**config.mk**
```make
export PLATFORM = sky130hd
export DESIGN_NAME = usfr_top
export DESIGN_NICKNAME = d
export VERILOG_FILES = /design/src/hw/usfr_top.v
export VERILOG_INCLUDE_DIRS = /design/src /design/src/hw
export SDC_FILE = /design/constraint.sdc
export NUM_CORES = 1
export LEC_CHECK = 0
export ABC_AREA = 1
export BUFFER_PORTS_ARGS = -buffer_cell sky130_fd_sc_hd__buf_2
export CAP_MARGIN = 10
export CELL_PAD_IN_SITES_DETAIL_PLACEMENT = 0
export CELL_PAD_IN_SITES_GLOBAL_PLACEMENT = 2
export CORE_UTILIZATION = 41
export DETAILED_ROUTE_END_ITERATION = 7
export GPL_ROUTABILITY_DRIVEN = 0
export GPL_TIMING_DRIVEN = 0
export PLACE_DENSITY = 0.82
export SLEW_MARGIN = 20
export SYNTH_ARGS = -nofsm -noshare
export SYNTH_HDL_FRONTEND = slang
export SYNTH_SLANG_ARGS = --single-unit
```
**constraint.sdc**
```tcl
create_clock -name CLK -period 3.06 [get_ports CLK]
set_clock_uncertainty 0.15 [all_clocks]
set_input_delay 0.612 -clock CLK [delete_from_list [all_inputs] [get_ports CLK]]
set_output_delay 0.612 -clock CLK [all_outputs]
set_load 0.02 [all_outputs]
```
**src/hw/usfr_defs.vh**
```
// Register map, field positions and reset values of the serial port block.
// Assumes a plain address/strobe register port with byte addresses.
`ifndef USFR_DEFS_VH
`define USFR_DEFS_VH
`define USFR_OFS_CTRL1      8'h04
`define USFR_OFS_STAT       8'h08
`define USFR_OFS_INT_EN     8'h0c
`define USFR_OFS_INT_FL     8'h10
`define USFR_OFS_RATE_INT   8'h14
`define USFR_OFS_RATE_FRAC  8'h18
`define USFR_OFS_DATA       8'h1c
`define USFR_OFS_DMA        8'h20
`define USFR_OFS_PEEK       8'h24
`define USFR_FL_LAST_BRK    9
`define USFR_FL_RECEIVE_TIMEOUT_FLAG       8
`define USFR_FL_BRK         7
`define USFR_FL_TX_LVL      6
`define USFR_FL_TX_AE       5
`define USFR_FL_RX_LVL      4
`define USFR_FL_OVR         3
`define USFR_FL_CTS         2
`define USFR_FL_PAR         1
`define USFR_FL_FRM         0
`define USFR_FIFO_DEPTH     6'd32
`define USFR_PRE_128        7'h7f
`define USFR_PRE_64         7'h3f
`define USFR_PRE_32         7'h1f
`define USFR_PRE_16         7'h0f
`define USFR_PRE_8          7'h07
`define USFR_RST_ZERO       32'h0000_0000
`endif

```
**src/hw/usfr_top.v**
```verilog
// Register side of a serial port: flags, rate divisor, FIFOs, DMA requests.
// Assumes receiver events arrive as one-cycle pulses on CLK, CTS is a pin.
//
// Contract
// - First non-break frame after a series of break frames sets bit 9; write one clears.
// - Receive timeout sets bit 8; write one clears.
// - First break frame of a series sets bit 7; write one clears.
// - Bit 6 set while transmit count at or below threshold.
// - Bit 5 set when exactly one byte stays in transmit FIFO.
// - Bit 4 set while receive count at or above threshold.
// - Character into full receive FIFO sets overrun bit 3.
// - CTS level change sets bit 2; write one clears.
// - Receive parity error sets bit 1; write one clears.
// - Receive framing error sets bit 0; write one clears.
// - Twelve-bit integer divisor sets the bit period.
// - Twelve-bit fraction applied with integer part for rate.
// - Data port read pops receive FIFO; write pushes transmit FIFO.
// - Receive DMA requests above trigger level until FIFO empty.
// - Transmit DMA requests below trigger level until FIFO full.
// - DMA config bit 1 gates receive, bit 0 gates transmit.
// - Peek returns next transmit byte unremoved, 0x00 when empty.
// - Receive threshold is a six-bit field, 0 to 32.
// - Transmit threshold is a six-bit field, 0 to 32.
//
// Strobed register access was chosen for this implementation.
`timescale 1ns/100ps
`include "usfr_defs.vh"

module usfr_top (
  CLK,
  ARST_N,
  ADDR,
  WDATA,
  WR,
  RD,
  RDATA,
  RX_VALID,
  RX_DATA,
  RX_TIMEOUT,
  RX_BREAK,
  RX_PAR_ERR,
  RX_FRM_ERR,
  CTS_PIN,
  TX_POP,
  TX_VALID,
  TX_DATA,
  BIT_TICK,
  RX_DMA_REQ,
  TX_DMA_REQ,
  IRQ
);
  input             CLK;
  input             ARST_N;
  input      [7:0]  ADDR;
  input      [31:0] WDATA;
  input             WR;
  input             RD;
  output reg [31:0] RDATA;
  input             RX_VALID;
  input      [7:0]  RX_DATA;
  input             RX_TIMEOUT;
  input             RX_BREAK;
  input             RX_PAR_ERR;
  input             RX_FRM_ERR;
  input             CTS_PIN;
  input             TX_POP;
  output            TX_VALID;
  output     [7:0]  TX_DATA;
  output reg        BIT_TICK;
  output            RX_DMA_REQ;
  output            TX_DMA_REQ;
  output            IRQ;

  // ***************************************************************
  // Registers and FIFO storage
  // ***************************************************************
  reg [5:0]  rx_thr_q, tx_thr_q;
  reg [9:0]  int_en_q, flags_q;
  reg [2:0]  clkdiv_q;
  reg [11:0] ibaud_q, dbaud_q;
  reg [5:0]  rxdma_lvl_q, txdma_lvl_q;
  reg        rxdma_en_q, txdma_en_q;
  reg [7:0]  rx_mem [0:31];
  reg [7:0]  tx_mem [0:31];
  reg [4:0]  rx_rp_q, rx_wp_q, tx_rp_q, tx_wp_q;
  reg [5:0]  rx_cnt_q, tx_cnt_q;
  reg        brk_prev_q, cts_s1_q, cts_s2_q, cts_s3_q;
  reg [2:0]  cts_fill_q;

  wire rx_empty = (rx_cnt_q == 6'd0);
  wire rx_full  = (rx_cnt_q == `USFR_FIFO_DEPTH);
  wire tx_empty = (tx_cnt_q == 6'd0);
  wire tx_full  = (tx_cnt_q == `USFR_FIFO_DEPTH);

  wire wr_fl   = WR && (ADDR == `USFR_OFS_INT_FL);
  wire wr_data = WR && (ADDR == `USFR_OFS_DATA);
  wire rx_pop  = RD && (ADDR == `USFR_OFS_DATA) && !rx_empty;
  // Writes into a full transmit FIFO are dropped; software checks status.
  wire tx_push = wr_data && !tx_full;
  wire rx_push = RX_VALID && !rx_full;
  wire tx_pop  = TX_POP && !tx_empty;

  assign TX_VALID = !tx_empty;
  assign TX_DATA  = tx_empty ? 8'h00 : tx_mem[tx_rp_q];

  // ***************************************************************
  // FIFOs
  // ***************************************************************
  always @(posedge CLK) begin
    if (rx_push)
      rx_mem[rx_wp_q] <= RX_DATA;
    if (tx_push)
      tx_mem[tx_wp_q] <= WDATA[7:0];
  end

  always @(posedge CLK or negedge ARST_N) begin
    if (!ARST_N) begin
      rx_rp_q  <= 5'h00;
      rx_wp_q  <= 5'h00;
      tx_rp_q  <= 5'h00;
      tx_wp_q  <= 5'h00;
      rx_cnt_q <= 6'h00;
      tx_cnt_q <= 6'h00;
    end else begin
      if (rx_push)
        rx_wp_q <= rx_wp_q + 5'h01;
      if (rx_pop)
        rx_rp_q <= rx_rp_q + 5'h01;
      if (rx_push && !rx_pop)
        rx_cnt_q <= rx_cnt_q + 6'h01;
      else if (rx_pop && !rx_push)
        rx_cnt_q <= rx_cnt_q - 6'h01;
      if (tx_push)
        tx_wp_q <= tx_wp_q + 5'h01;
      if (tx_pop)
        tx_rp_q <= tx_rp_q + 5'h01;
      if (tx_push && !tx_pop)
        tx_cnt_q <= tx_cnt_q + 6'h01;
      else if (tx_pop && !tx_push)
        tx_cnt_q <= tx_cnt_q - 6'h01;
    end
  end

  // ***************************************************************
  // Interrupt flags
  // ***************************************************************
  // The first synchroniser stage feeds only the second.
  always @(posedge CLK or negedge ARST_N) begin
    if (!ARST_N) begin
      cts_s1_q   <= 1'b0;
      cts_s2_q   <= 1'b0;
      cts_s3_q   <= 1'b0;
      cts_fill_q <= 3'h0;
      brk_prev_q <= 1'b0;
    end else begin
      // Stage three holds a real pin sample only after three edges.
      cts_fill_q <= {cts_fill_q[1:0], 1'b1};
      cts_s1_q <= CTS_PIN;
      cts_s2_q <= cts_s1_q;
      cts_s3_q <= cts_s2_q;
      if (RX_VALID)
        brk_prev_q <= RX_BREAK;
    end
  end

  reg [9:0] set_d;
  always @* begin
    set_d = 10'h000;
    set_d[`USFR_FL_BRK]      = RX_VALID && RX_BREAK && !brk_prev_q;
    set_d[`USFR_FL_LAST_BRK] = RX_VALID && !RX_BREAK && brk_prev_q;
    set_d[`USFR_FL_RECEIVE_TIMEOUT_FLAG]    = RX_TIMEOUT;
    set_d[`USFR_FL_TX_LVL]   = (tx_cnt_q <= tx_thr_q);
    set_d[`USFR_FL_TX_AE]    = (tx_cnt_q == 6'd1);
    set_d[`USFR_FL_RX_LVL]   = (rx_cnt_q >= rx_thr_q);
    set_d[`USFR_FL_OVR]      = RX_VALID && rx_full;
    // A pin idling high would look like a change until the stages fill.
    // CTS change
    set_d[`USFR_FL_CTS]      = (cts_s2_q ^ cts_s3_q) && cts_fill_q[2];
    set_d[`USFR_FL_PAR]      = RX_VALID && RX_PAR_ERR;
    set_d[`USFR_FL_FRM]      = RX_VALID && RX_FRM_ERR;
  end

  // A set in the same cycle as a write-one-to-clear wins.
  wire [9:0] clr = wr_fl ? WDATA[9:0] : 10'h000;

  assign IRQ = |(flags_q & int_en_q);

  // ***************************************************************
  // Register writes
  // ***************************************************************
  always @(posedge CLK or negedge ARST_N) begin
    if (!ARST_N) begin
      flags_q     <= 10'h000;
      int_en_q    <= 10'h000;
      rx_thr_q    <= 6'h00;
      tx_thr_q    <= 6'h00;
      clkdiv_q    <= 3'h0;
      ibaud_q     <= 12'h000;
      dbaud_q     <= 12'h000;
      rxdma_lvl_q <= 6'h00;
      txdma_lvl_q <= 6'h00;
      rxdma_en_q  <= 1'b0;
      txdma_en_q  <= 1'b0;
    end else begin
      flags_q <= (flags_q & ~clr) | set_d;
      if (WR) begin
        case (ADDR)
          `USFR_OFS_CTRL1: begin
            tx_thr_q <= WDATA[13:8];
            rx_thr_q <= WDATA[5:0];
          end
          `USFR_OFS_INT_EN:
            int_en_q <= WDATA[9:0];
          `USFR_OFS_RATE_INT: begin
            clkdiv_q <= WDATA[18:16];
            ibaud_q  <= WDATA[11:0];
          end
          `USFR_OFS_RATE_FRAC:
            dbaud_q <= WDATA[11:0];
          `USFR_OFS_DMA: begin
            rxdma_lvl_q <= WDATA[21:16];
            txdma_lvl_q <= WDATA[13:8];
            rxdma_en_q  <= WDATA[1];
            txdma_en_q  <= WDATA[0];
          end
          default: begin
          end
        endcase
      end
    end
  end

  // ***************************************************************
  // DMA requests
  // ***************************************************************
  reg rx_dma_run_q, tx_dma_run_q;
  always @(posedge CLK or negedge ARST_N) begin
    if (!ARST_N) begin
      rx_dma_run_q <= 1'b0;
      tx_dma_run_q <= 1'b0;
    end else begin
      if (rx_cnt_q > rxdma_lvl_q)
        rx_dma_run_q <= 1'b1;
      else if (rx_empty)
        rx_dma_run_q <= 1'b0;
      if (tx_cnt_q < txdma_lvl_q)
        tx_dma_run_q <= 1'b1;
      else if (tx_full)
        tx_dma_run_q <= 1'b0;
    end
  end
  // enable gating; levels trusted to software
  assign RX_DMA_REQ = rxdma_en_q && rx_dma_run_q && !rx_empty;
  assign TX_DMA_REQ = txdma_en_q && tx_dma_run_q && !tx_full;

  // ***************************************************************
  // Bit-rate generator
  // ***************************************************************
  // Prescaler, then divide by ibaud; dbaud/4096 accumulates an extra prescaled step.
  reg [6:0]  pre_q;
  reg [11:0] div_q;
  reg [12:0] frac_q;
  reg [6:0]  pre_max;
  always @* begin
    case (clkdiv_q)
      3'h0:    pre_max = `USFR_PRE_128;
      3'h1:    pre_max = `USFR_PRE_64;
      3'h2:    pre_max = `USFR_PRE_32;
      3'h3:    pre_max = `USFR_PRE_16;
      3'h4:    pre_max = `USFR_PRE_8;
      default: pre_max = `USFR_PRE_128;
    endcase
  end
  wire pre_tick = (pre_q >= pre_max);
  wire [12:0] frac_sum = {1'b0, frac_q[11:0]} + {1'b0, dbaud_q};
  // A fraction carry lengthens the next period by one prescaled step.
  wire [12:0] bit_last = {1'b0, ibaud_q} + {12'h000, frac_q[12]} - 13'h0001;
  always @(posedge CLK or negedge ARST_N) begin
    if (!ARST_N) begin
      pre_q    <= 7'h00;
      div_q    <= 12'h000;
      frac_q   <= 13'h0000;
      BIT_TICK <= 1'b0;
    end else begin
      BIT_TICK <= 1'b0;
      pre_q    <= pre_tick ? 7'h00 : pre_q + 7'h01;
      if (pre_tick) begin
        if ({1'b0, div_q} >= bit_last) begin
          div_q    <= 12'h000;
          frac_q   <= frac_sum;
          BIT_TICK <= (ibaud_q != 12'h000);
        end else
          div_q <= div_q + 12'h001;
      end
    end
  end

  // ***************************************************************
  // Read data
  // ***************************************************************
  always @(posedge CLK or negedge ARST_N) begin
    if (!ARST_N)
      RDATA <= `USFR_RST_ZERO;
    else if (RD) begin
      case (ADDR)
        `USFR_OFS_CTRL1:
          RDATA <= {18'h0, tx_thr_q, 2'h0, rx_thr_q};
        `USFR_OFS_STAT:
          RDATA <= {10'h0, tx_cnt_q, 2'h0, rx_cnt_q, tx_full, tx_empty,
                    rx_full, rx_empty, 4'h0};
        `USFR_OFS_INT_EN:    RDATA <= {22'h0, int_en_q};
        `USFR_OFS_INT_FL:    RDATA <= {22'h0, flags_q};
        `USFR_OFS_RATE_INT:  RDATA <= {13'h0, clkdiv_q, 4'h0, ibaud_q};
        `USFR_OFS_RATE_FRAC: RDATA <= {20'h0, dbaud_q};
        `USFR_OFS_DATA:
          RDATA <= {24'h0, rx_empty ? 8'h00 : rx_mem[rx_rp_q]};
        `USFR_OFS_DMA:
          RDATA <= {10'h0, rxdma_lvl_q, 2'h0, txdma_lvl_q, 6'h0,
                    rxdma_en_q, txdma_en_q};
        `USFR_OFS_PEEK:      RDATA <= {24'h0, TX_DATA};
        default:             RDATA <= `USFR_RST_ZERO;
      endcase
    end else
      RDATA <= `USFR_RST_ZERO;
  end

endmodule // usfr_top

```
[Word-level counts from Yosys, hierarchy flattened]
Memories as Yosys holds them, arrays and structs flattened.
Cells that the tools add are included.
Word-level totals
  register bits after elaboration: 179
  word-level logic and storage cells: 140
  memories: 2
  RAM bits: 512
Memories
  rx_mem: words 32, width 8, read ports 1, clocked after Yosys merged registers in 0, write ports 1, RTL line usfr_top.v:83  | reg [7:0] rx_mem [0:31];
  tx_mem: words 32, width 8, read ports 1, clocked after Yosys merged registers in 0, write ports 1, RTL line usfr_top.v:84  | reg [7:0] tx_mem [0:31];
Cells by class
  magnitude comparators: 6
  mux-type cells: 22
  eq/ne operators: 16
  reductions and logical operators: 47
  add/sub/neg operators: 13
  bitwise operators: 5
Operators with widths (number)
  one-hot mux 22 bit (9 select lines): 1
  == test 8 x 5 -> 1 bit (second input constant): 4
  2-to-1 mux 32 bit: 1
  one-hot mux 7 bit (4 select lines): 1
  2-to-1 mux 6 bit: 4
  logical AND 1 bit: 23
  adder 5 x 1 -> 5 bit (second input constant): 4
  bitwise AND 10 bit: 2
  == test 8 x 4 -> 1 bit (second input constant): 2
  == test 8 x 6 -> 1 bit (second input constant): 2
  2-to-1 mux 8 bit: 2
  adder 12 x 1 -> 13 bit: 1
  adder 12 x 12 -> 13 bit: 1
  >= comparator 12 x 13 -> 1 bit: 1
  subtractor 13 x 1 -> 13 bit (second input constant): 1
  adder 12 x 1 -> 12 bit (second input constant): 1
  adder 6 x 1 -> 6 bit (second input constant): 2
  == test 6 bit (second input constant): 2
  zero test 6 bit: 2
  2-to-1 mux 12 bit: 1
  AND reduction 2 bit: 6
  nonzero test 12 bit: 1
  subtractor 6 x 1 -> 6 bit (second input constant): 2
  zero test 1 bit: 10
  other kinds (19): 32

[Longest topological paths before layout]
  depth after elaboration: 7
  gate-level depth with buffers: 20
  depth with buffers taken out: 19

[Worst setup path after synthesis]
No wires, ideal clock.
  kind: input to register
  start: input port ADDR[1]
  end: register rx_cnt_q[5]
  arrival time: 2.714 ns
  path slack: 0.112 ns
  data required time: 2.826 ns
  path buffers: 0
  cell stages on the path: 19
  cell sequence: nor2_2 nand2_1 inv_1 nand2_1 nor2_2 inv_1 nor2_4 nand2_4 ha_1 inv_1 ha_1 nand3_1 nand3_1 nand2_1 nand2_1 a21oi_1 xor2_1 nand2_1 o21ai_0
On the way
  longest elaborated chain between the ends: 6
  elaborated cells between the ends (all ways): 8
  those cells by class: eq/ne (1); mux (1); reduce/logical (6)
RTL lines
  from (decl): RTL line usfr_top.v:54  | input [7:0] ADDR;
  == test 8 x 5 -> 1 bit (*)
  logical AND 1 bit (*) (2 in series): RTL line usfr_top.v:97  | wire rx_pop = RD && (ADDR == `USFR_OFS_DATA) && !rx_empty;
  zero test 1 bit: RTL line usfr_top.v:129  | if (rx_push && !rx_pop)
  logical AND 1 bit: RTL line usfr_top.v:129
  2-to-1 mux 6 bit or nonzero test 2 bit (tied branches)
  to (signal assigned): RTL line usfr_top.v:130  | rx_cnt_q <= rx_cnt_q + 6'h01;
  to (signal assigned): RTL line usfr_top.v:132  | rx_cnt_q <= rx_cnt_q - 6'h01;
  to (decl): RTL line usfr_top.v:86  | reg [5:0] rx_cnt_q, tx_cnt_q;
Mark *: on every way between the ends. The rest lies on a longest branch, timed or not.
A chain may end at the register's enable or synchronous reset.

[Worst setup path in the final report]
  start: register tx_rp_q[0]
  end: output port TX_DATA[4]
On the way
  longest elaborated chain between the ends: 2
RTL lines
  from (decl): RTL line usfr_top.v:85  | reg [4:0] rx_rp_q, rx_wp_q, tx_rp_q, tx_wp_q;
  from (signal assigned): RTL line usfr_top.v:136  | tx_rp_q <= tx_rp_q + 5'h01;
  memory (32 x 8 bit)
  2-to-1 mux 8 bit: RTL line usfr_top.v:104  | assign TX_DATA = tx_empty ? 8'h00 : tx_mem[tx_rp_q];
  to (decl): RTL line usfr_top.v:68  | output [7:0] TX_DATA;
Every way passes these cells.

==> run metrics <==
total number of yosys warnings 0; Vias 22800; final hold slack 0.0852 ns; Chip Height 278 um; Crit. Startpoint tx_rp_q[0]; count leader, synth nand2_1; Reg2Reg Launch Point rx_rp_q[0]; # rows 100; crit path cell chain buf_8 > inv_4 > clkbuf_4 > o21ai_0 > nand3_1 > nand3_1 > nand2_1 > nand3_2 > inv_2 > buf_6; first-pass GRT wire length 139 mm; Final WS setup -0.152 ns; Arr. time, crit path 2.45 ns; grt ovf 0; H-tree depth 3; Peak supply drop 0.463 mV; diodes inserted 0; hold endpoint flags_q[8]; pwr/cell area 775 mW/mm2; Final Hold Fails 0; design area 0.0368 mm2; I/O Buffers 78; top cell type's share of synthesized area 49.2%; Skew-Pair Late Insertion Delay 0.62 ns; fmax 311 MHz; initial antenna violation count 0; vias in the first global route 22300; drt wl/cell 21.2 um; RSZ-0062 raised after global routing true; EDFF count, synth 512; Setup-failing EPs final 8; startpoint type of the worst setup path register; post-synthesis cell type count 47; Max-Cap Viols 0; Max-slew headroom 34.1%; Int Power 18700 uW; iteration-0 DRC count of the detailed router 1704; drt first pass iters 5; Longest Clk Path Bufs 3; ys async rst share 24.6%; Main synth FF type edfxtp_1; Synth Area in Simple Gates 21.8%; Initial Utilization 41.7%; compound-gate portion of the synthesized area 4.42%; # fillers 6908; Reg2Reg Setup Slack 0.05 ns; hold path depth 2; I/O pin count 104; Slew @ Worst Pin 0.986 ns; cell taking the most area after synthesis edfxtp_1; Clock Tree Root clkbuf_16; CTS Buf Count 76; reg2reg end RDATA[5]; layout cell share with drive strength beyond 1 16.7%; Synth area leaders edfxtp_1, dfrtp_1, nand2_1; slowest CP cell dfrtp_1; routed wire length 93.2 mm; Worst Setup End Kind output pin; Tot GR Track Use 24.0%; CP Buf/Inv Count 5; area delta synth->final 17.8%; Residual DRC 0; Post-Synth XOR/XNOR Area 1.46%; Die X 278 um; top cells by count, synth nand2_1, edfxtp_1, nand3_1; Slew Viols, Final 0; status finished with violations; worst hold start RX_TIMEOUT; Syn Area/Cell 9.87 um2; Required @ worst endpoint 2.30 ns; Psw 9800 uW; Reg clk slew, reported paths 0.06 ns; largest net degree at the start of global routing 91; final net count 3510; Reg2Reg Depth 12; core area 0.0749 mm2; CP top delay family buffers and inverters; main combinational cell family by area after synthesis simple AND/OR/NAND/NOR gates; vias per inst 5.17; pre-CTS setup slack -0.548 ns; sw frac 34.4%; Seq cells post-synth 679; clock network power share 31.0%; part of the power in registers 38.1%; failing checks negative setup slack; multiplexer area fraction after synthesis 0%; Final period util 105%; die area 0.0773 mm2; Antenna Nets Post-Route 0; CTS tree yes; Synth Instances 3165; synthesized cell area 0.0312 mm2; post-detail-place hpwl 63.2 mm; CTS sink cnt 679; Placed Area 0.0329 mm2; combinational group share of total power 31.0%; final setup TNS -0.958 ns; HP Class in2reg; Worst Path Max Fanout 10; CP most frequent cell nand3_1; Synth Area in Adders 3.09%; crit-path max cell delay 0.38 ns; Leak Pwr 0.0155 uW; Final Critical Period 3.21 ns; sequential share of the synthesized area 62.6%; Crit Path Class reg2out
[placed cells by master (no fill, tap or decap), drive strengths merged, types with 51 or more instances in the layout]
cell and n:
nand2 843, buf 203, or2 51, o21ai 152
edfxtp 512, inv 357, nor2 277, a21oi 54
dfrtp 167, clkbuf 153, nand3 392, ha 74
[worst max-delay path by stage]
stage                  endpoint  slack (ns)  cells past startpoint
floorplan           rx_cnt_q[5]        0.11                     19
global placement       RDATA[6]       -1.67                      1
detailed placement  rx_cnt_q[5]       -0.55                     20
CTS                  TX_DATA[1]       -0.17                     12
global route         TX_DATA[0]       -0.22                     12
finish               TX_DATA[4]       -0.15                     10
[state kept, by name, summed over array words and instances, names as in the netlist, 7 cells and up]
register and flops:
rx_mem 256, div_q 12, RDATA 20, int_en_q 10, flags_q 10, frac_q 13
dbaud_q 12, tx_mem 256, pre_q 7, ibaud_q 12
[worst reg2reg max path, stage by stage (launching register included)]
cell,delay (ns)
dfrtp_1,0.38
buf_2,0.18
inv_2,0.19
clkbuf_1,0.59
nand2_1,0.11
nand3_1,0.12
nand3_1,0.18
nand3_1,0.16
nand3_1,0.18
nand3_1,0.25
nand2_1,0.12
nor2_1,0.18
nor2_1,0.06
[area by class of cell]
class,instances,area [um2],area share (%)
Timing Repair inverter,1,6.26,0.0170
Clock inverter,38,319,0.867
Clock buffer,97,2050,5.58
Buffer,140,935,2.54
Sequential cell,679,19600,53.2
Tap cell,969,1210,3.30
Timing Repair Buffer,121,926,2.52
Inverter,359,1370,3.72
Multi-Input combinational cell,1997,10400,28.3
[cell families after synthesis]
| group | count (synthesis) |
|---|---|
| compound gates | 253 |
| buf+inv | 500 |
| xor+xnor | 52 |
| simple gates | 1603 |
| flops | 679 |
| other cells | 2 |
| fa+ha+maj | 76 |
[power by group through the flow]
| stage | sequential [uW] | clock [uW] | combinational (uW) |
|---|---|---|---|
| global route | 10900 | 9330 | 9570 |
| finish | 10900 | 8820 | 8830 |
| floorplan | 10800 | 0 | 4320 |
| CTS | 10800 | 8980 | 7710 |
| detailed placement | 11000 | 0 | 6790 |
| global placement | 11000 | 0 | 6710 |
[metrics by stage]
step                      power (uW)  cells  utilization [%]
after global placement         17700   4223             43.9
after CTS                      27500   4373             48.0
after floorplan                15200   3176                -
final                          28500   4401             49.1
after detailed placement       17800   4224             43.9
after global routing           29800   4401             49.1
[what timing repair did]
action                                  in CTS  in global routing
gates cloned                                 2                  5
hold buffers                                 2                  0
hold endpoints to repair                    78                  0
gates resized for setup                    188                137
buffers inserted                            10                 24
endpoints found under the setup margin     294                143
pin swaps                                   26                 71
[routing by layer]
layer / share of wire, % / vias to the layer above / global-route usage [%]
li1: - / 10900 / -
met1: 44 / 11100 / 32.6
met2: 48 / 619 / 39.8
met3: 5.2 / 160 / 3.13
met4: 3.2 / 0 / 7.96
met5: 0 / - / 0
(Power assumes the default switching activity.)
